<file path="src/rtl/lsp_pkg.sv">
// shared constants and carrier types for the led select and peripheral pin block
package lsp_pkg;
    // core clock
    localparam int CLK_HZ = 10_000_000;
    // led colour select encodings
    localparam logic [1:0] LED_NONE = 2'h0;
    localparam logic [1:0] LED_RED = 2'h1;
    localparam logic [1:0] LED_GREEN = 2'h2;
    localparam logic [1:0] LED_BLUE = 2'h3;
    // host notification levels
    localparam logic NOTIFY_BUSY = 1'h1;
    localparam logic NOTIFY_DONE = 1'h0;
    // serial port: last divider count of each two-cycle half period of the serial clock
    localparam logic [1:0] SPI_HALF_LAST = 2'h1;
    localparam logic [2:0] SPI_MSB = 3'h7;
    // boot read from flash during auto-initialisation
    localparam logic [7:0] FLASH_READ_CMD = 8'h03;
    localparam logic [4:0] FLASH_ADDR_BYTES = 5'h03;
    localparam logic [4:0] INIT_LEN = 5'h10;
    localparam logic [4:0] INIT_LAST = FLASH_ADDR_BYTES + INIT_LEN;
    // successive approximation converter
    localparam logic [2:0] ADC_MSB = 3'h7;
    localparam logic [7:0] ADC_FIRST_TRIAL = 8'h80;
    localparam logic [7:0] PWM_LAST = 8'hff;
    localparam logic [1:0] ADC_SETTLE_LAST = 2'h3;

    // serial port 0 pins, all outputs
    typedef struct packed {
        logic sclk;
        logic mosi;
        logic cs0_n;
        logic cs1_n;
    } lsp_spi_pins_t;

    // sampled control port lines
    typedef struct packed {
        logic scl;
        logic sda;
    } lsp_i2c_lines_t;
endpackage

</file>
<file path="src/rtl/lsp_spi_shift.sv">
// serial port 0 byte shifter, mode 0, two active-low selects
`timescale 1ns/10ps
`default_nettype none
module lsp_spi_shift
    import lsp_pkg::*;
(
    input wire logic sys_clk_i,           // core clock
    input wire logic resetn_i,            // sync reset, active low
    input wire logic start_i,             // begin one byte, taken when idle
    input wire logic [7:0] tx_i,          // byte to send
    input wire logic last_i,              // release select after this byte
    input wire logic cs_sel_i,            // 0 flash select, 1 aux select
    input wire logic miso_i,              // flash read data
    output lsp_spi_pins_t pins_o,         // port pins
    output logic [7:0] rx_o,              // last byte received
    output logic done_o,                  // one-cycle byte end pulse
    output logic idle_o                   // shifter idle
);
    typedef enum logic [1:0] {SP_IDLE, SP_LOW, SP_HIGH} lsp_sp_state_t;
    lsp_sp_state_t state_reg, state_next;
    logic [1:0] div_reg, div_next;
    logic [2:0] bit_reg, bit_next;
    logic [7:0] sh_reg, sh_next, rx_reg, rx_next;
    logic last_reg, last_next, done_reg, done_next;
    lsp_spi_pins_t pins_reg, pins_next;
    logic tick;

    // ************************************************************
    // shift sequencing
    // ************************************************************
    always_comb begin
        state_next = state_reg;
        bit_next = bit_reg;
        sh_next = sh_reg;
        rx_next = rx_reg;
        last_next = last_reg;
        pins_next = pins_reg;
        done_next = 1'b0;
        tick = (div_reg == SPI_HALF_LAST);
        div_next = (state_reg == SP_IDLE || tick) ? 2'h0 : div_reg + 2'h1;
        unique case (state_reg)
            SP_IDLE: begin
                if (start_i) begin
                    sh_next = tx_i;
                    bit_next = SPI_MSB;
                    last_next = last_i;
                    pins_next.sclk = 1'b0;
                    pins_next.mosi = tx_i[7];
                    pins_next.cs0_n = cs_sel_i;
                    pins_next.cs1_n = ~cs_sel_i;
                    state_next = SP_LOW;
                end
            end
            SP_LOW: begin
                if (tick) begin
                    pins_next.sclk = 1'b1;
                    sh_next = {sh_reg[6:0], miso_i};
                    state_next = SP_HIGH;
                end
            end
            SP_HIGH: begin
                if (tick) begin
                    pins_next.sclk = 1'b0;
                    if (bit_reg == 3'h0) begin
                        done_next = 1'b1;
                        rx_next = sh_reg;
                        if (last_reg) begin
                            pins_next.cs0_n = 1'b1;
                            pins_next.cs1_n = 1'b1;
                        end
                        state_next = SP_IDLE;
                    end else begin
                        bit_next = bit_reg - 3'h1;
                        pins_next.mosi = sh_reg[7];
                        state_next = SP_LOW;
                    end
                end
            end
        endcase
    end

    // registers
    always_ff @(posedge sys_clk_i) begin
        if (!resetn_i) begin
            state_reg <= SP_IDLE;
            div_reg <= 2'h0;
            bit_reg <= 3'h0;
            sh_reg <= 8'h00;
            rx_reg <= 8'h00;
            last_reg <= 1'b0;
            done_reg <= 1'b0;
            pins_reg <= '{sclk: 1'b0, mosi: 1'b0, cs0_n: 1'b1, cs1_n: 1'b1};
        end else begin
            state_reg <= state_next;
            div_reg <= div_next;
            bit_reg <= bit_next;
            sh_reg <= sh_next;
            rx_reg <= rx_next;
            last_reg <= last_next;
            done_reg <= done_next;
            pins_reg <= pins_next;
        end
    end

    assign pins_o = pins_reg;
    assign rx_o = rx_reg;
    assign done_o = done_reg;
    assign idle_o = (state_reg == SP_IDLE);
endmodule
`default_nettype wire

</file>
<file path="src/rtl/lsp_pins.sv">
// led colour select, host notification, flash port, control port and thermistor converter
//
// Notes on behaviour
// - The led colour select outputs follow the mirror sequence with 00 none, 01 red, 10 green, 11 blue.
// - Both led colour select outputs are low while reset is held.
// - The led outputs stay low through auto-initialisation and follow the sequence only after it.
// - The host notification line shows initialisation in progress and marks its completion.
// - The host notification line is not driven while reset is held.
// - The device masters serial port 0, driving clock and data and pulling the flash select low.
// - A second active-low select exists for an extra peripheral and stays high when unused.
// - Read data from the flash are shifted in as each transfer's received byte.
// - The control port is an i2c slave and the host masters every configuration access on it.
// - The comparator result is taken as the decision bit of a successive approximation.
// - A charge output drives the rc ramp that forms the comparator reference.
`timescale 1ns/10ps
`default_nettype none
module lsp_pins
    import lsp_pkg::*;
(
    input wire logic sys_clk_i,              // core clock, 10 MHz
    input wire logic resetn_i,               // sync reset, active low
    input wire logic seq_valid_i,            // sequencer step strobe
    input wire logic [1:0] seq_colour_i,     // colour of the step
    output logic [1:0] led_colour_select_o,  // bit1..bit0 led select
    output logic host_notify_o,              // notification level
    output logic host_notify_oe_o,           // notification driven
    output logic init_done_o,                // auto-initialisation finished
    output logic [7:0] init_data_o,          // boot byte read from flash
    output logic init_data_valid_o,          // boot byte strobe
    input wire logic spi_start_i,            // user byte request
    input wire logic [7:0] spi_tx_i,         // user byte to send
    input wire logic spi_last_i,             // release select after byte
    input wire logic spi_cs_sel_i,           // 0 flash, 1 aux
    output logic [7:0] spi_rx_o,             // received byte
    output logic spi_done_o,                 // byte finished pulse
    output logic spi_busy_o,                 // user byte in flight
    output lsp_spi_pins_t flash_pins_o,      // serial port 0 pins
    input wire logic flash_read_in_i,        // flash data out
    input wire logic control_port_scl_i,     // control port clock line
    input wire logic control_port_sda_i,     // control port data line
    input wire logic ctrl_sda_pull_i,        // slave engine pulls data low
    output logic control_port_sda_o,         // data drive value
    output logic control_port_sda_oe_o,      // data pulled low
    output lsp_i2c_lines_t ctrl_lines_o,     // sampled lines to slave engine
    input wire logic adc_start_i,            // begin a conversion
    input wire logic comparator_result_in_i, // comparator decision
    output logic ramp_charge_out_o,          // rc ramp charge drive
    output logic [7:0] adc_result_o,         // conversion result
    output logic adc_done_o                  // conversion end pulse
);
    // ************************************************************
    // auto-initialisation boot read
    // ************************************************************
    typedef enum logic [1:0] {IN_ISSUE, IN_WAIT, IN_DONE} lsp_in_state_t;
    lsp_in_state_t in_state_reg, in_state_next;
    logic [4:0] idx_reg, idx_next;
    logic [7:0] idata_reg, idata_next;
    logic ivalid_reg, ivalid_next, idone_reg, idone_next;
    logic sp_start, sp_last, sp_sel, sp_done, sp_idle;
    logic [7:0] sp_tx, sp_rx;

    // boot sequencer: read command, address, then data bytes
    always_comb begin
        in_state_next = in_state_reg;
        idx_next = idx_reg;
        idata_next = idata_reg;
        ivalid_next = 1'b0;
        idone_next = idone_reg;
        unique case (in_state_reg)
            IN_ISSUE: in_state_next = IN_WAIT;
            IN_WAIT: begin
                if (sp_done) begin
                    if (idx_reg > FLASH_ADDR_BYTES) begin
                        idata_next = sp_rx;
                        ivalid_next = 1'b1;
                    end
                    if (idx_reg == INIT_LAST) begin
                        in_state_next = IN_DONE;
                        idone_next = 1'b1;
                    end else begin
                        idx_next = idx_reg + 5'h01;
                        in_state_next = IN_ISSUE;
                    end
                end
            end
            IN_DONE: idone_next = 1'b1;
        endcase
    end

    // registers
    always_ff @(posedge sys_clk_i) begin
        if (!resetn_i) begin
            in_state_reg <= IN_ISSUE;
            idx_reg <= 5'h00;
            idata_reg <= 8'h00;
            ivalid_reg <= 1'b0;
            idone_reg <= 1'b0;
        end else begin
            in_state_reg <= in_state_next;
            idx_reg <= idx_next;
            idata_reg <= idata_next;
            ivalid_reg <= ivalid_next;
            idone_reg <= idone_next;
        end
    end

    // ************************************************************
    // serial port 0 shared between boot and user
    // ************************************************************
    logic ubusy_reg, ubusy_next, udone_reg, udone_next;
    logic [7:0] urx_reg, urx_next;
    logic user_go;

    // user requests accepted only after boot and while nothing in flight
    always_comb begin
        user_go = idone_reg && spi_start_i && !ubusy_reg && sp_idle;
        sp_start = (in_state_reg == IN_ISSUE) || user_go;
        sp_tx = (in_state_reg == IN_ISSUE) ? ((idx_reg == 5'h00) ? FLASH_READ_CMD : 8'h00) : spi_tx_i;
        sp_last = (in_state_reg == IN_ISSUE) ? (idx_reg == INIT_LAST) : spi_last_i;
        sp_sel = (in_state_reg == IN_ISSUE) ? 1'b0 : spi_cs_sel_i;
        ubusy_next = ubusy_reg;
        urx_next = urx_reg;
        udone_next = 1'b0;
        if (user_go) begin
            ubusy_next = 1'b1;
        end else if (ubusy_reg && sp_done) begin
            ubusy_next = 1'b0;
            udone_next = 1'b1;
            urx_next = sp_rx;
        end
    end

    // registers
    always_ff @(posedge sys_clk_i) begin
        if (!resetn_i) begin
            ubusy_reg <= 1'b0;
            udone_reg <= 1'b0;
            urx_reg <= 8'h00;
        end else begin
            ubusy_reg <= ubusy_next;
            udone_reg <= udone_next;
            urx_reg <= urx_next;
        end
    end

    lsp_spi_shift u_spi (
        .sys_clk_i(sys_clk_i),
        .resetn_i(resetn_i),
        .start_i(sp_start),
        .tx_i(sp_tx),
        .last_i(sp_last),
        .cs_sel_i(sp_sel),
        .miso_i(flash_read_in_i),
        .pins_o(flash_pins_o),
        .rx_o(sp_rx),
        .done_o(sp_done),
        .idle_o(sp_idle)
    );

    // ************************************************************
    // led select, notification and control port lines
    // ************************************************************
    logic [1:0] led_reg, led_next;
    logic nval_reg, nval_next, noe_reg, noe_next, sda_oe_reg, sda_oe_next;
    lsp_i2c_lines_t lines_reg, lines_next;

    always_comb begin
        led_next = led_reg;
        if (!idone_reg) begin
            led_next = LED_NONE;
        end else if (seq_valid_i) begin
            led_next = seq_colour_i;
        end
        noe_next = 1'b1;
        nval_next = idone_next ? NOTIFY_DONE : NOTIFY_BUSY;
        lines_next = '{scl: control_port_scl_i, sda: control_port_sda_i};
        sda_oe_next = ctrl_sda_pull_i;
    end

    // registers
    always_ff @(posedge sys_clk_i) begin
        if (!resetn_i) begin
            led_reg <= LED_NONE;
            noe_reg <= 1'b0;
            nval_reg <= NOTIFY_BUSY;
            lines_reg <= '{scl: 1'b1, sda: 1'b1};
            sda_oe_reg <= 1'b0;
        end else begin
            led_reg <= led_next;
            noe_reg <= noe_next;
            nval_reg <= nval_next;
            lines_reg <= lines_next;
            sda_oe_reg <= sda_oe_next;
        end
    end

    // ************************************************************
    // thermistor successive approximation converter
    // ************************************************************
    typedef enum logic {AD_IDLE, AD_RUN} lsp_ad_state_t;
    lsp_ad_state_t ad_state_reg, ad_state_next;
    logic [7:0] code_reg, code_next, pwm_reg, pwm_next, res_reg, res_next;
    logic [2:0] abit_reg, abit_next;
    logic [1:0] settle_reg, settle_next;
    logic chg_reg, chg_next, adone_reg, adone_next, cmp_reg;

    always_comb begin
        ad_state_next = ad_state_reg;
        code_next = code_reg;
        abit_next = abit_reg;
        res_next = res_reg;
        adone_next = 1'b0;
        pwm_next = pwm_reg;
        settle_next = settle_reg;
        chg_next = 1'b0;
        unique case (ad_state_reg)
            AD_IDLE: begin
                if (adc_start_i) begin
                    code_next = ADC_FIRST_TRIAL;
                    abit_next = ADC_MSB;
                    pwm_next = 8'h00;
                    settle_next = 2'h0;
                    ad_state_next = AD_RUN;
                end
            end
            AD_RUN: begin
                chg_next = (pwm_next < code_next);
                pwm_next = pwm_reg + 8'h01;
                if (pwm_reg == PWM_LAST) begin
                    settle_next = settle_reg + 2'h1;
                    if (settle_reg == ADC_SETTLE_LAST) begin
                        if (!cmp_reg) begin
                            code_next[abit_reg] = 1'b0;
                        end
                        if (abit_reg == 3'h0) begin
                            res_next = code_next;
                            adone_next = 1'b1;
                            ad_state_next = AD_IDLE;
                            chg_next = 1'b0;
                        end else begin
                            abit_next = abit_reg - 3'h1;
                            code_next[abit_next] = 1'b1;
                        end
                    end
                end
            end
        endcase
    end

    // registers
    always_ff @(posedge sys_clk_i) begin
        if (!resetn_i) begin
            ad_state_reg <= AD_IDLE;
            code_reg <= 8'h00;
            pwm_reg <= 8'h00;
            res_reg <= 8'h00;
            abit_reg <= 3'h0;
            settle_reg <= 2'h0;
            chg_reg <= 1'b0;
            adone_reg <= 1'b0;
            cmp_reg <= 1'b0;
        end else begin
            ad_state_reg <= ad_state_next;
            code_reg <= code_next;
            pwm_reg <= pwm_next;
            res_reg <= res_next;
            abit_reg <= abit_next;
            settle_reg <= settle_next;
            chg_reg <= chg_next;
            adone_reg <= adone_next;
            cmp_reg <= comparator_result_in_i;
        end
    end

    // outputs
    assign led_colour_select_o = led_reg;
    assign host_notify_o = nval_reg;
    assign host_notify_oe_o = noe_reg;
    assign init_done_o = idone_reg;
    assign init_data_o = idata_reg;
    assign init_data_valid_o = ivalid_reg;
    assign spi_rx_o = urx_reg;
    assign spi_done_o = udone_reg;
    assign spi_busy_o = ubusy_reg;
    assign control_port_sda_o = 1'b0;
    assign control_port_sda_oe_o = sda_oe_reg;
    assign ctrl_lines_o = lines_reg;
    assign ramp_charge_out_o = chg_reg;
    assign adc_result_o = res_reg;
    assign adc_done_o = adone_reg;
endmodule
`default_nettype wire

</file>
<file path="config.mk">
export PLATFORM = sky130hd
export DESIGN_NAME = lsp_pins
export DESIGN_NICKNAME = d
export VERILOG_FILES = /design/src/rtl/lsp_pkg.sv /design/src/rtl/lsp_spi_shift.sv /design/src/rtl/lsp_pins.sv
export SDC_FILE = /design/constraint.sdc
export NUM_CORES = 1
export LEC_CHECK = 0
export BUFFER_PORTS_ARGS = -buffer_cell sky130_fd_sc_hd__buf_2
export CORE_MARGIN = 3
export CORE_UTILIZATION = 60
export DETAILED_ROUTE_END_ITERATION = 8
export GPL_TIMING_DRIVEN = 0
export PLACE_DENSITY_LB_ADDON = 0.2
export RECOVER_POWER = 25
export SETUP_SLACK_MARGIN = 0.1
export SLEW_MARGIN = 0
export SYNTH_ARGS = -nofsm -noshare
export SYNTH_HDL_FRONTEND = slang
export SYNTH_HIERARCHICAL = 1
export SYNTH_SLANG_ARGS = --single-unit
</file>
<file path="constraint.sdc">
create_clock -name sys_clk_i -period 4.35 [get_ports sys_clk_i]
set_input_delay 0 -clock sys_clk_i [delete_from_list [all_inputs] [get_ports sys_clk_i]]
set_output_delay 0 -clock sys_clk_i [all_outputs]
set_load 0.005 [all_outputs]
</file>
**After elaboration in Yosys (flattened, before gate mapping)**

Cells that the tools add are included.

- Register bits: 96
- Input port bits: 22
- Output and inout bits: 42
- Logic and storage cells: 181

- Add/sub/neg operators: 6
- $lt $le $gt $ge: 6
- Equality and inequality tests: 19
- Multiplexer cells: 69
- Bitwise operators: 8
- Reduce and logical (&&, ||, !) cells: 39

Operators with widths:

| kind | number |
|---|---|
| $mux 8 | 12 |
| $pmux 8 s2 | 3 |
| $mux 1 | 24 |
| $reduce_and 3->1 | 8 |
| $mux 3 | 7 |
| $mux 2 | 10 |
| $pmux 3 s2 | 3 |
| $reduce_and 4->1 | 4 |
| $ne 2x1->1 const B | 7 |
| $reduce_and 2->1 | 6 |
| $add 8x1->8 const B | 1 |
| $and 8x8->8 | 1 |
| $eq 8x8->1 const B | 1 |
| $lt 3x4->1 const B | 2 |
| $lt 8x8->1 | 1 |
| $mux 4 | 2 |
| $ne 2x2->1 const B | 4 |
| $not 8->8 | 1 |
| $or 8x8->8 | 1 |
| $pmux 2 s2 | 2 |
| $reduce_bool 2->1 | 4 |
| $demux 1 s3 | 2 |
| $eq 2x1->1 const B | 3 |
| $eq 2x2->1 const B | 3 |
| other kinds (18) | 35 |

**Depth between registers and ports, before layout**

Gate-level depths: netlist of the first run.

- Depth after elaboration: 15
- Depth in mapped cells: 9
- Gate-level depth less buffers: 7

**Cells and area by module**

Netlist of the first run, hierarchy kept.

By module, submodules not included:

| module | instances | cells each | area each (µm²) | seq. area each (µm²) |
|---|---|---|---|---|
| lsp_pins | 1 | 363 | 3141.8 | 1341.3 |
| lsp_spi_shift | 1 | 127 | 1224.9 | 560.5 |

**Worst setup path after synthesis of the first run**

Ideal clock, no wire load.

- Path type: register -> register
- Start: register pwm_reg[0]
- End: register abit_reg[0]
- Arrival: 1.671 ns
- Data required time: 4.280 ns
- Setup slack: 2.609 ns
- Stages on the path, launching flop included: 7
- Cell sequence: dfxtp_1 ha_1 nand3_4 or3_4 buf_6 a221o_1 a21oi_1

- Cells in the longest elaborated chain, start to end: 3

RTL lines:

| item | RTL line | text |
|---|---|---|
| start: declaration | lsp_pins.sv:202 | `logic [7:0] code_reg, code_next, pwm_reg, pwm_next, res_reg, res_next;` |
| start signal: assignment | lsp_pins.sv:265 | `pwm_reg <= pwm_next;` |
| $eq 8x8->1 | lsp_pins.sv:229 | `if (pwm_reg == PWM_LAST) begin` |
| $ne 2x1->1 (no source line) | n/a |  |
| $reduce_and 4->1 (no source line) | n/a |  |
| end signal: assignment | lsp_pins.sv:267 | `abit_reg <= abit_next;` |
| end: declaration | lsp_pins.sv:203 | `logic [2:0] abit_reg, abit_next;` |

No other way between the ends.
A chain may end at the register's enable or synchronous reset.

**Worst setup path after layout of the first run**

- Start: register abit_reg[0]
- End: register res_reg[7] (netlist: adc_result_o[7])

- Cells in the longest elaborated chain, start to end: 10
- Elaborated cells on any way between the ends: 13
- Those cells by class: order compare (2); mux (6); bitwise (2); reduce/logical (3)

RTL lines:

| item | RTL line | text |
|---|---|---|
| $lt 3x4->1 (implied by the code) or $ge 3x1->1 (tied branches) | lsp_pins.sv:233 | `code_next[abit_reg] = 1'b0;` |
| $logic_and 1x1->1 (implied by the code) | lsp_pins.sv:233 |  |
| $mux 1 (implied by the code) | lsp_pins.sv:233 |  |
| $demux 1 s3 | lsp_pins.sv:233 |  |
| $not 8->8 (no source line) | n/a |  |
| $and 8x8->8 (no source line) | n/a |  |
| $mux 8 | lsp_pins.sv:232 | `if (!cmp_reg) begin` |
| $mux 8 | lsp_pins.sv:231 | `if (settle_reg == ADC_SETTLE_LAST) begin` |
| $mux 8 | lsp_pins.sv:229 |  |
| $mux 8 | lsp_pins.sv:216 | `unique case (ad_state_reg)` |
| end signal: assignment | lsp_pins.sv:266 | `res_reg <= res_next;` |
| end: declaration | lsp_pins.sv:202 |  |

Parallel ways exist; a longest one is shown, timed or not. The select of a mux whose other input is x is not followed.

==> results of run 1 <==
==> how the worst min path moves through the flow <==
stage,start,end,slack [ns]
after floorplan,resetn_i,host_notify_oe_o$_DFF_P_,0.03
after global placement,control_port_scl_i,ctrl_lines_o[1]$_SDFF_PN1_,0.18
after detailed placement,control_port_sda_i,ctrl_lines_o[0]$_SDFF_PN1_,0.19
after CTS,spi_cs_sel_i,u_spi/pins_o[0]$_SDFFE_PN1P_,0.007
after global routing,spi_last_i,u_spi/last_reg$_SDFFE_PN0P_,0.05
final,spi_cs_sel_i,u_spi/pins_o[0]$_SDFFE_PN1P_,0.03
==> Yosys cell counts, types with 3 or more instances <==
library cell | n | area [um^2]
a211oi_1 | 10 | 75.1
a21oi_1 | 30 | 150
a41oi_1 | 3 | 26.3
and2_1 | 5 | 31.3
and3_1 | 3 | 18.8
buf_4 | 5 | 37.5
clkbuf_1 | 17 | 63.8
dfxtp_1 | 95 | 1900
ha_1 | 19 | 238
inv_1 | 24 | 90.1
mux2_2 | 4 | 45.0
mux2i_1 | 30 | 300
nand2_1 | 45 | 169
nand2b_1 | 12 | 75.1
nand3_1 | 24 | 120
nand3b_1 | 5 | 37.5
nand4_1 | 9 | 56.3
nor2_1 | 50 | 188
nor2b_1 | 10 | 62.6
nor3_1 | 9 | 45.0
nor3b_1 | 7 | 52.6
o21a_1 | 4 | 30.0
o21ai_0 | 18 | 90.1
o221a_2 | 3 | 33.8
o311a_1 | 3 | 30.0
o31ai_1 | 3 | 22.5
xor2_1 | 3 | 26.3
==> cells in the final DEF (no fill, tap or decap), drive strengths merged, types with 7 or more instances in the layout <==
master	n
a211oi	10
a21oi	31
buf	58
clkbuf	41
dfxtp	95
dlygate4sd3	12
ha	19
inv	27
mux2i	30
nand2	45
nand2b	12
nand3	25
nand4	9
nor2	52
nor2b	10
nor3	9
nor3b	7
o21ai	19
==> metal layers <==
layer | track usage [%] | wire (um) | vias up
met1 | 34.5 | 4680 | 1777
met3 | 4.81 | 703 | 14
met2 | 37.9 | 4590 | 126
li1 | - | - | 1885
met5 | 0 | 0 | -
met4 | 10.2 | 126 | 0
==> where the power goes <==
group	internal, mW	switching (mW)
sequential	0.902	0.0238
combinational	0.0983	0.139
clock	0.219	0.341
total	1.22	0.504
==> layout make-up <==
type | instances | area share (%)
tap | 96 | 2.36
inverter | 24 | 1.77
buffer | 28 | 2.78
clock buffer | 9 | 2.44
multi-input combinational | 343 | 43.9
sequential | 95 | 37.4
clock inverter | 7 | 1.25
timing repair buffer | 74 | 8.07
==> worst register-to-register path: cells and delay by family (launching register included) <==
kind / cells / cell delay (ns)
AO/OA/AOI/OAI: 1 / 0.16
adder cells (fa/ha/maj): 1 / 0.21
buffers and inverters: 3 / 0.78
flip-flops: 1 / 0.35
AND/OR/NAND/NOR: 2 / 0.60
==> stage by stage <==
step | utilization (%) | power [mW] | area (um^2)
after global placement | 69.5 | 1.16 | 4800
after CTS | 73.9 | 1.73 | 5100
after global routing | 73.6 | 1.79 | 5080
final | 73.6 | 1.72 | 5080
after floorplan | - | 1.11 | 4370
after detailed placement | 69.5 | 1.17 | 4800
==> timing repair <==
item / in CTS / in global routing
endpoints found under the hold margin: 13 / 0
setup endpoints to repair: 0 / 0
setup buffers: 0 / 0
hold buffers: 12 / 0
==> cells by family after synthesis <==
group           Yosys count  synth area share, %
compound gates           90                 13.7
xor+xnor                  5                 1.00
fa+ha+maj                19                 5.44
buf+inv                  52                 5.30
flops                    95                 43.6
mux                      34                 7.91
other cells               1               0.0859
simple gates            194                 23.0
==> summary.txt, run 1 <==
Worst setup path
  – WP buf/inv: 3
  – Worst EP arrival: 2.46 ns
  – R2R Setup Slk: 2.13 ns
  – Critical path depth: 7
  – CP top delay family: buffers and inverters
  – Critical path class: register to register
  – CP Launch Point: abit_reg[0]$_SDFFE_PN0P_
  – WP data required: 4.60 ns
  – CP cell instances: clkbuf_1 -> inv_1 -> ha_1 -> nand2b_1 -> nor4_4 -> clkbuf_1 -> o21ai_0
  – CP endpoint: adc_result_o[7]$_SDFFE_PN0P_
  – Worst Setup End Kind: register
  – R2r endpoint: adc_result_o[7]$_SDFFE_PN0P_
  – Reg2reg start: abit_reg[0]$_SDFFE_PN0P_
  – R2R cell count: 7
  – CP startpoint kind: register
  – Crit-path slowest cell: nor4_4
  – Peak fanout along the critical path: 10
  – Worst path max stage delay: 0.46 ns
  – Most frequent CP cell: clkbuf_1

Synthesis
  – Mapped cell area: 4370 um^2
  – Syn. warnings: 6
  – Yosys cell types: 55
  – Async SR Flop Fraction: 0%
  – Post-synth EDFFs: 0
  – Mapped Cells: 490
  – Synthesized area per cell: 8.91 um^2
  – Post-synth top flop: dfxtp_1
  – Synth Net Count: 531
  – FF+latch count, synth: 95
  – Sequential element share of the synthesized area: 43.6%

STA
  – Final hold vios: 0
  – Final Hold Slack: 0.0263 ns
  – Relative slew slack: 38.0%
  – Clock skew: 0.00802 ns
  – RSZ-0062 raised after global routing: false
  – Post-route minimum period: 2.22 ns
  – Fin crit share: 50.9%
  – Fin worst setup slack: 2.13 ns
  – Total Neg Setup Slack: 0 ns
  – Finish-stage setup viols: 0
  – Max Freq: 451 MHz
  – Fin. max-slew vios: 0
  – Worst-margin pin slew: 0.918 ns

Power and ir drop
  – Max IR drop VDD: 0.235 mV
  – Leakage: 2.01 nW
  – PwrDens: 339 nW/um^2

Place
  – Routability cong.: 0.881
  – I/O Buffers: 62
  – HPWL after DPL: 7100 um
  – Setup Slack @ Placement: 2.17 ns
  – Dpl cells: 648

Clock network
  – H-tree Lvls: 3
  – CTS max path bufs: 2
  – Root buf cell: clkbuf_8
  – Worst-skew pair later-pin latency: 0.38 ns
  – CTS buffer count: 9
  – CTS resizes: 0
  – Clk pin slew, worst setup/hold paths: 0.10 ns
  – CTS Sinks: 95
  – CTS tree: yes

Hold path
  – Hold Path Class: primary input to register
  – Worst Hold Depth: 3

Floorplanning
  – Starting density of the core: 63.2%
  – Site Rows: 30
  – # IOs: 64
  – Height of the die: 91.3 um
  – Core Box Area: 6910 um^2
  – Die Area: 8340 um^2
  – Die width: 91.3 um

Status
  – Status: completed

Finish
  – # fillers: 554
  – Share of cells above drive strength 1: 14.7%
  – Sequential cell area: 1900 um^2
  – Antenna Cells: 0
  – Final std cells w/o fill: 676
  – Synth-to-layout area growth: 16.4%
  – Multi-input combinational cell area: 2230 um^2
  – Layout Nets: 616

GRT
  – Vias in the first global route: 3,595
  – Tot GR Track Use: 24.8%
  – Pin count of the biggest net entering global routing: 19
  – Number of antenna violations at the first check in global routing: 0
  – Global route overflow: 0
  – First-pass GRT wire length: 16,900 um

Routing
  – Remaining DRCs: 0
  – Routed vias: 3,802
  – Drt total wl: 10,100 um
  – Routed vias/inst: 5.62
  – Wire length per cell: 14.9 um
  – Detailed Route Iter0 Violations: 302
  – Antenna Nets Post-Route: 0
  – DR pass1 iterations: 5

Flow run
  – Max-cap check violation count: 0
No activity file was read; power rests on OpenSTA's default activity.
==> run 2: changes to the inputs <==
CORE_UTILIZATION = 57   (was 60)
clock period = 2.2 ns   (was 4.35 ns; I/O delays follow)
==> run 2 against run 1 <==
  * Clock power is 130% higher
  * Critical path type is now primary input to register
  * Critical endpoint is now init_data_o[3]$_SDFFE_PN0P_
  * Sequential share of layout area is 0.56 points lower
  * Clock-buffer cell count stayed put
  * Flip-flop and latch count stayed put
  * Cell count is 0.59% higher
  * Cell area is 1.5% higher
  * Die area is 4.9% higher
  * Setup slack worse by 2.0 ns
  * Clock skew is 0.00053 ns lower
  * Sequential power is 98% higher
  * Core utilization is 3.2 points lower
  * Global-route usage is 0.45 points lower
==> summary.txt, run 2 (synthesized netlist as in run 1, its figures left out) <==
Finish
  – Layout Nets: 617 (+0.16%)
  – Commonest cells after routing, fill and taps aside: dfxtp_1, nor2_1, buf_2, nand2_1
  – Sequential cell area: 1900 um^2 (unchanged)
  – Share of cells above drive strength 1: 16.4% (+1.7 points)
  – # fillers: 595 (+7.4%)
  – Antenna Cells: 0 (unchanged)
  – Commonest non-fill, non-tap cell in the layout: dfxtp_1
  – Fin area: 5160 um^2 (+1.5%)
  – Final std cells w/o fill: 680 (+0.59%)
  – Synth-to-layout area growth: 18.2%
  – Multi-input combinational cell area: 2250 um^2 (+0.95%)
  – Final core occ: 70.4% (-3.2 points)

Floorplanning
  – Die Area: 8750 um^2 (+4.9%)
  – # IOs: 64 (unchanged)
  – Height of the die: 93.5 um (+2.4%)
  – Die width: 93.5 um (+2.4%)
  – Core Box Area: 7330 um^2 (+6.1%)
  – Site Rows: 31 (+3.3%)
  – Starting density of the core: 59.6% (-3.7 points)

Power and ir drop
  – Comb power frac: 13.5% (-0.3 points)
  – Net Sw Frac: 26.9% (-2.4 points)
  – Leakage: 2.05 nW (+1.6%)
  – Clk pwr share: 35.8% (+3.3 points)
  – Cell-internal power: 2.64 mW (+120%)
  – Switch Pwr: 972 uW (+93%)
  – Max IR drop VDD: 0.464 mV (+98%)
  – PwrDens: 700 nW/um^2 (+110%)
  – Reg power frac: 50.7% (-3.0 points)

GRT
  – M1 GR Usage: 32.6% (-1.9 points)
  – Global route overflow: 0 (unchanged)
  – Tot GR Track Use: 24.4% (-0.45 points)
  – Met2 usage in global routing: 39.4% (+1.5 points)
  – Pin count of the biggest net entering global routing: 18 (-1)
  – Vias in the first global route: 3,682 (+2.4%)
  – Number of antenna violations at the first check in global routing: 0 (unchanged)
  – M3 GR Usage: 4.10% (-0.70 points)
  – First-pass GRT wire length: 17,100 um (+0.86%)
  – Gr busiest metal: met2

STA
  – Max Freq: 496 MHz
  – Worst-margin pin slew: 0.679 ns (-0.239 ns)
  – Post-route minimum period: 2.02 ns
  – Relative slew slack: 54.7% (+17 points)
  – Final hold vios: 0 (unchanged)
  – Fin. max-slew vios: 0 (unchanged)
  – RSZ-0062 raised after global routing: false
  – Fin crit share: 91.7%
  – Clock skew: 0.00749 ns (-0.000533 ns)
  – Finish-stage setup viols: 0 (unchanged)

Routing
  – Remaining DRCs: 0 (unchanged)
  – Wire length per cell: 15.2 um (+1.9%)
  – DR pass1 iterations: 5 (unchanged)
  – Detailed Route Iter0 Violations: 282 (-6.6%)
  – Drt total wl: 10,400 um (+2.5%)
  – Routed vias: 3,823 (+0.55%)
  – Antenna Nets Post-Route: 0 (unchanged)
  – Routed vias/inst: 5.62 (about the same)

Place
  – HPWL after DPL: 7330 um (+3.3%)
  – Routability cong.: 0.911 (+3.4%)
  – Dpl cells: 651 (+0.46%)
  – Area after DPL: 4800 um^2 (about the same)
  – I/O Buffers: 62 (unchanged)

Status
  – Status: completed

Worst setup path
  – Peak fanout along the critical path: 10 (unchanged)
  – Critical path class: primary input to register
  – Worst Setup End Kind: register
  – Worst EP arrival: 2.25 ns (-0.21 ns)
  – WP data required: 2.43 ns (-2.17 ns)
  – CP startpoint kind: primary input

Clock network
  – CTS buffer count: 9 (unchanged)
  – Worst-skew pair later-pin latency: 0.37 ns (about the same)
  – CTS tree: yes
  – CTS Sinks: 95 (unchanged)
  – Clk pin slew, worst setup/hold paths: 0.09 ns (about the same)
  – Root buf cell: clkbuf_8
  – CTS max path bufs: 2 (unchanged)
  – H-tree Lvls: 3 (unchanged)

Hold path
  – Hold Path Class: primary input to register

Flow run
  – Max-cap check violation count: 0 (unchanged)
[run 2: cell count changes in the layout (fill, tap and decap cells not counted), moves of 2 or more]
cell	previous run	this run
buf_1	3	1
clkbuf_2	0	4
mux2i_1	30	28
clkinv_4	2	0
bufinv_16	0	2
mux2i_2	0	2
clkbuf_1	32	30
[run 2: layout make-up]
cell class	count	area share [%]
Buffer	28	2.84
Sequential cell	95	36.8
Inverter	24	1.75
Multi-Input combinational cell	343	43.7
Tap cell	99	2.40
Clock inverter	7	2.01
Timing Repair Buffer	75	8.10
Clock buffer	9	2.40
[run 2: worst max-delay path, cell delays in order]
cell and delay, ns:
dlygate4sd3_1 0.53, clkbuf_1 0.20, clkbuf_1 0.29, inv_1 0.15, clkbuf_1 0.44, clkbuf_1 0.50
nor2_1 0.13
[run 2: path summary, 6_finish.rpt]
path	startpoint	end	slack [ns]	cells after the start
worst max-delay path	resetn_i	init_data_o[3]$_SDFFE_PN0P_	0.18	7
worst max register to register	u_spi/state_reg[1]$_SDFFE_PN0P_	u_spi/sh_reg[3]$_SDFFE_PN0P_	0.25	9
worst min-delay path	spi_cs_sel_i	u_spi/pins_o[0]$_SDFFE_PN1P_	0.03	3
worst min register to register	u_spi/div_reg[0]$_SDFF_PP0_	u_spi/div_reg[0]$_SDFF_PP0_	0.44	1
[run 2: through the flow]
step,hold slack (ns),setup TNS [ns],worst slack (ns),power [mW]
global placement,0.183,0,0.0425,2.30
floorplan,0.0277,0,0.459,2.19
CTS,0.0245,0,0.0738,3.62
finish,0.0332,0,0.183,3.61
detailed placement,0.184,-0.0385,-0.0241,2.32
global route,0.0445,0,0.0624,3.76
[run 2: layer usage]
metal	vias up	part of all wire (%)
met5	-	0
met2	125	46
li1	1883	-
met3	15	5.9
met4	0	1.4
met1	1800	47
[run 2: power groups by stage]
stage	sequential, mW	clock (mW)	combinational [mW]
floorplan	1.86	0	0.335
global placement	1.87	0	0.437
detailed placement	1.87	0	0.450
CTS	1.83	1.32	0.470
global route	1.84	1.38	0.540
finish	1.83	1.29	0.487
[run 2: what timing repair did]
item	CTS	global route
gates cloned	0	0
pin swaps	0	1
gates resized for setup	3	7
setup endpoints to repair	12	20
hold buffers	12	0
hold endpoints to repair	13	0
setup buffers	0	1
==> run 3: changes to the inputs <==
CTS_BUF_LIST = sky130_fd_sc_hd__clkbuf_16   (was unset)
==> run 3 against run 2 <==
  * First-iteration DRC count rose by 3.9%
  * Core utilization rose by 1.1 points
  * Setup slack improved by 0.080 ns
  * Largest power group unchanged
  * Worst hold slack got worse by 0.025 ns
  * Via count rose by 0.24%
  * Critical endpoint is now u_spi/sh_reg[3]$_SDFFE_PN0P_
  * Cell count fell by 0.29%
  * Clock power rose by 32%
  * Routed wire length rose by 0.23%
  * Flip-flop and latch count did not move
  * Clock skew barely moved
==> summary.txt, run 3 (synthesized netlist as in run 1, its figures left out) <==
Hold path
  – Hold Path Class: primary input to register

Clock network
  – Clk pin slew, worst setup/hold paths: 0.07 ns (-0.02 ns)
  – CTS max path bufs: 2 (unchanged)
  – CTS tree: yes
  – Root buf cell: clkbuf_16
  – CTS Sinks: 95 (unchanged)
  – Worst-skew pair later-pin latency: 0.34 ns (-0.03 ns)
  – H-tree Lvls: 3 (unchanged)
  – CTS buffer count: 9 (unchanged)

Worst setup path
  – Critical path class: register to register
  – Peak fanout along the critical path: 10 (unchanged)
  – Crit-path slowest cell: dfxtp_1
  – WP data required: 2.46 ns (+0.03 ns)
  – Most frequent CP cell: nor2_1
  – CP cell instances: buf_4 -> nor2_1 -> nand4b_1 -> nand2b_2 -> mux2i_2 -> nor2_4 -> buf_6 -> nor2_1 -> a211oi_1
  – CP startpoint kind: register
  – Worst path max stage delay: 0.34 ns (-0.19 ns)
  – Worst Setup End Kind: register
  – Worst EP arrival: 2.19 ns (-0.06 ns)
  – WP buf/inv: 2 (-4)
  – CP top delay family: simple AND/OR/NAND/NOR gates

Finish
  – Share of cells above drive strength 1: 16.6% (+0.23 points)
  – Layout Nets: 615 (-0.32%)
  – Sequential cell area: 1900 um^2 (unchanged)
  – # fillers: 577 (-3.0%)
  – Synth-to-layout area growth: 20.0%
  – Commonest cells after routing, fill and taps aside: dfxtp_1, nor2_1, buf_2, nand2_1, a21oi_1
  – Multi-input combinational cell area: 2250 um^2 (-0.22%)
  – Antenna Cells: 0 (unchanged)
  – Commonest non-fill, non-tap cell in the layout: dfxtp_1
  – Fin area: 5240 um^2 (+1.5%)

Place
  – Routability cong.: 0.911 (unchanged)
  – HPWL after DPL: 7330 um (unchanged)
  – Area after DPL: 4800 um^2 (unchanged)
  – I/O Buffers: 62 (unchanged)

Routing
  – DR pass1 iterations: 6 (+1)
  – Routed vias: 3,832 (+0.24%)
  – Antenna Nets Post-Route: 0 (unchanged)
  – Routed vias/inst: 5.65 (+0.53%)
  – Drt total wl: 10,400 um (+0.23%)
  – Detailed Route Iter0 Violations: 293 (+3.9%)
  – Remaining DRCs: 0 (unchanged)
  – Wire length per cell: 15.3 um (+0.53%)

STA
  – Relative slew slack: 54.2% (-0.49 points)
  – Post-route minimum period: 1.94 ns (-0.0798 ns)
  – Final Hold Slack: 0.00834 ns (-0.0248 ns)
  – Fin crit share: 88.1% (-3.6 points)
  – Finish-stage setup viols: 0 (unchanged)
  – Max Freq: 516 MHz (+4.1%)
  – RSZ-0062 raised after global routing: false
  – Final hold vios: 0 (unchanged)
  – Clock skew: 0.00798 ns (+0.000485 ns)
  – Worst-margin pin slew: 0.686 ns (+0.00731 ns)
  – Fin. max-slew vios: 0 (unchanged)

Floorplanning
  – Die width: 93.5 um (unchanged)
  – Starting density of the core: 59.6% (unchanged)
  – Core Box Area: 7330 um^2 (unchanged)
  – Die Area: 8750 um^2 (unchanged)
  – Height of the die: 93.5 um (unchanged)
  – Site Rows: 31 (unchanged)
  – # IOs: 64 (unchanged)

Power and ir drop
  – PwrDens: 766 nW/um^2 (+9.5%)
  – Comb power frac: 12.0% (-1.5 points)
  – Leakage: 2.09 nW (+2.2%)
  – Cell-internal power: 3.00 mW (+13%)
  – Net Sw Frac: 25.4% (-1.5 points)
  – Reg power frac: 45.6% (-5.1 points)
  – Clk pwr share: 42.4% (+6.6 points)
  – Switch Pwr: 1.02 mW (+5.0%)
  – Max IR drop VDD: 0.450 mV (-3.1%)

Flow run
  – Max-cap check violation count: 0 (unchanged)

GRT
  – Vias in the first global route: 3,680 (-0.054%)
  – Pin count of the biggest net entering global routing: 18 (unchanged)
  – Number of antenna violations at the first check in global routing: 0 (unchanged)
  – Tot GR Track Use: 24.6% (+0.20 points)
  – Global route overflow: 0 (unchanged)
  – First-pass GRT wire length: 17,200 um (+1.1%)

Status
  – Status: completed
==> run 3: cell types whose count changed in the layout (fill, tap and decap cells not counted) <==
cell and delta:
clkbuf_16 +9, clkbuf_8 -9, clkbuf_1 -2, dlygate4sd3_1 -2, a211oi_1 +1, a211oi_2 -1, buf_2 +1, clkbuf_2 +1
==> run 3: final cells by class <==
cell class	count	area share [%]
Multi-Input combinational cell	343	42.9
Sequential cell	95	36.3
Timing Repair Buffer	73	7.62
Clock buffer	9	4.30
Buffer	28	2.82
Tap cell	99	2.36
Clock inverter	7	1.98
Inverter	24	1.72
==> run 3: metrics by stage <==
stage | util (%) | instances | setup WS [ns] | power [mW] | TNS [ns]
floorplan | - | 490 | 0.459 | 2.19 | 0
global placement | 65.5 | 651 | 0.0425 | 2.30 | 0
detailed placement | 65.5 | 651 | -0.0241 | 2.32 | -0.0385
CTS | 71.5 | 677 | 0.0801 | 4.02 | 0
global route | 71.5 | 678 | 0.0658 | 4.17 | 0
finish | 71.5 | 678 | 0.263 | 4.02 | 0
==> run 3: timing repair <==
action | CTS | global route
setup endpoints to repair | 12 | 29
pin swaps | 0 | 1
setup buffers | 0 | 1
resized for setup | 3 | 8
hold buffers | 10 | 0
endpoints found under the hold margin | 11 | 0
==> run 3: metal layers <==
| layer | part of all wire (%) | vias up | GRT usage (%) |
|---|---|---|---|
| li1 | - | 1888 | - |
| met1 | 46 | 1800 | 33.4 |
| met2 | 46 | 128 | 39.4 |
| met3 | 6.5 | 16 | 4.18 |
| met4 | 1.5 | 0 | 8.79 |
| met5 | 0 | - | 0 |
==> run 3: path summary, 6_finish.rpt <==
check	startpoint	to	slack, ns	depth (start not counted)
worst max-delay path	u_spi/state_reg[1]$_SDFFE_PN0P_	u_spi/sh_reg[3]$_SDFFE_PN0P_	0.26	9
worst min register to register	u_spi/div_reg[0]$_SDFF_PP0_	u_spi/div_reg[0]$_SDFF_PP0_	0.43	1
worst max register to register	u_spi/state_reg[1]$_SDFFE_PN0P_	u_spi/sh_reg[3]$_SDFFE_PN0P_	0.26	9
worst min-delay path	flash_read_in_i	u_spi/sh_reg[0]$_SDFFE_PN0P_	0.008	3
==> run 3: power groups by stage <==
stage / Combinational [mW] / Clock (mW) / Sequential, mW
after floorplan: 0.335 / 0 / 1.86
after global placement: 0.437 / 0 / 1.87
after detailed placement: 0.450 / 0 / 1.87
after CTS: 0.468 / 1.72 / 1.83
after global routing: 0.536 / 1.79 / 1.84
final: 0.481 / 1.70 / 1.83
==> run 3: worst min-delay path, stage by stage <==
cell      delay, ns
buf_2          0.09
mux2i_1        0.13
a211oi_1       0.08
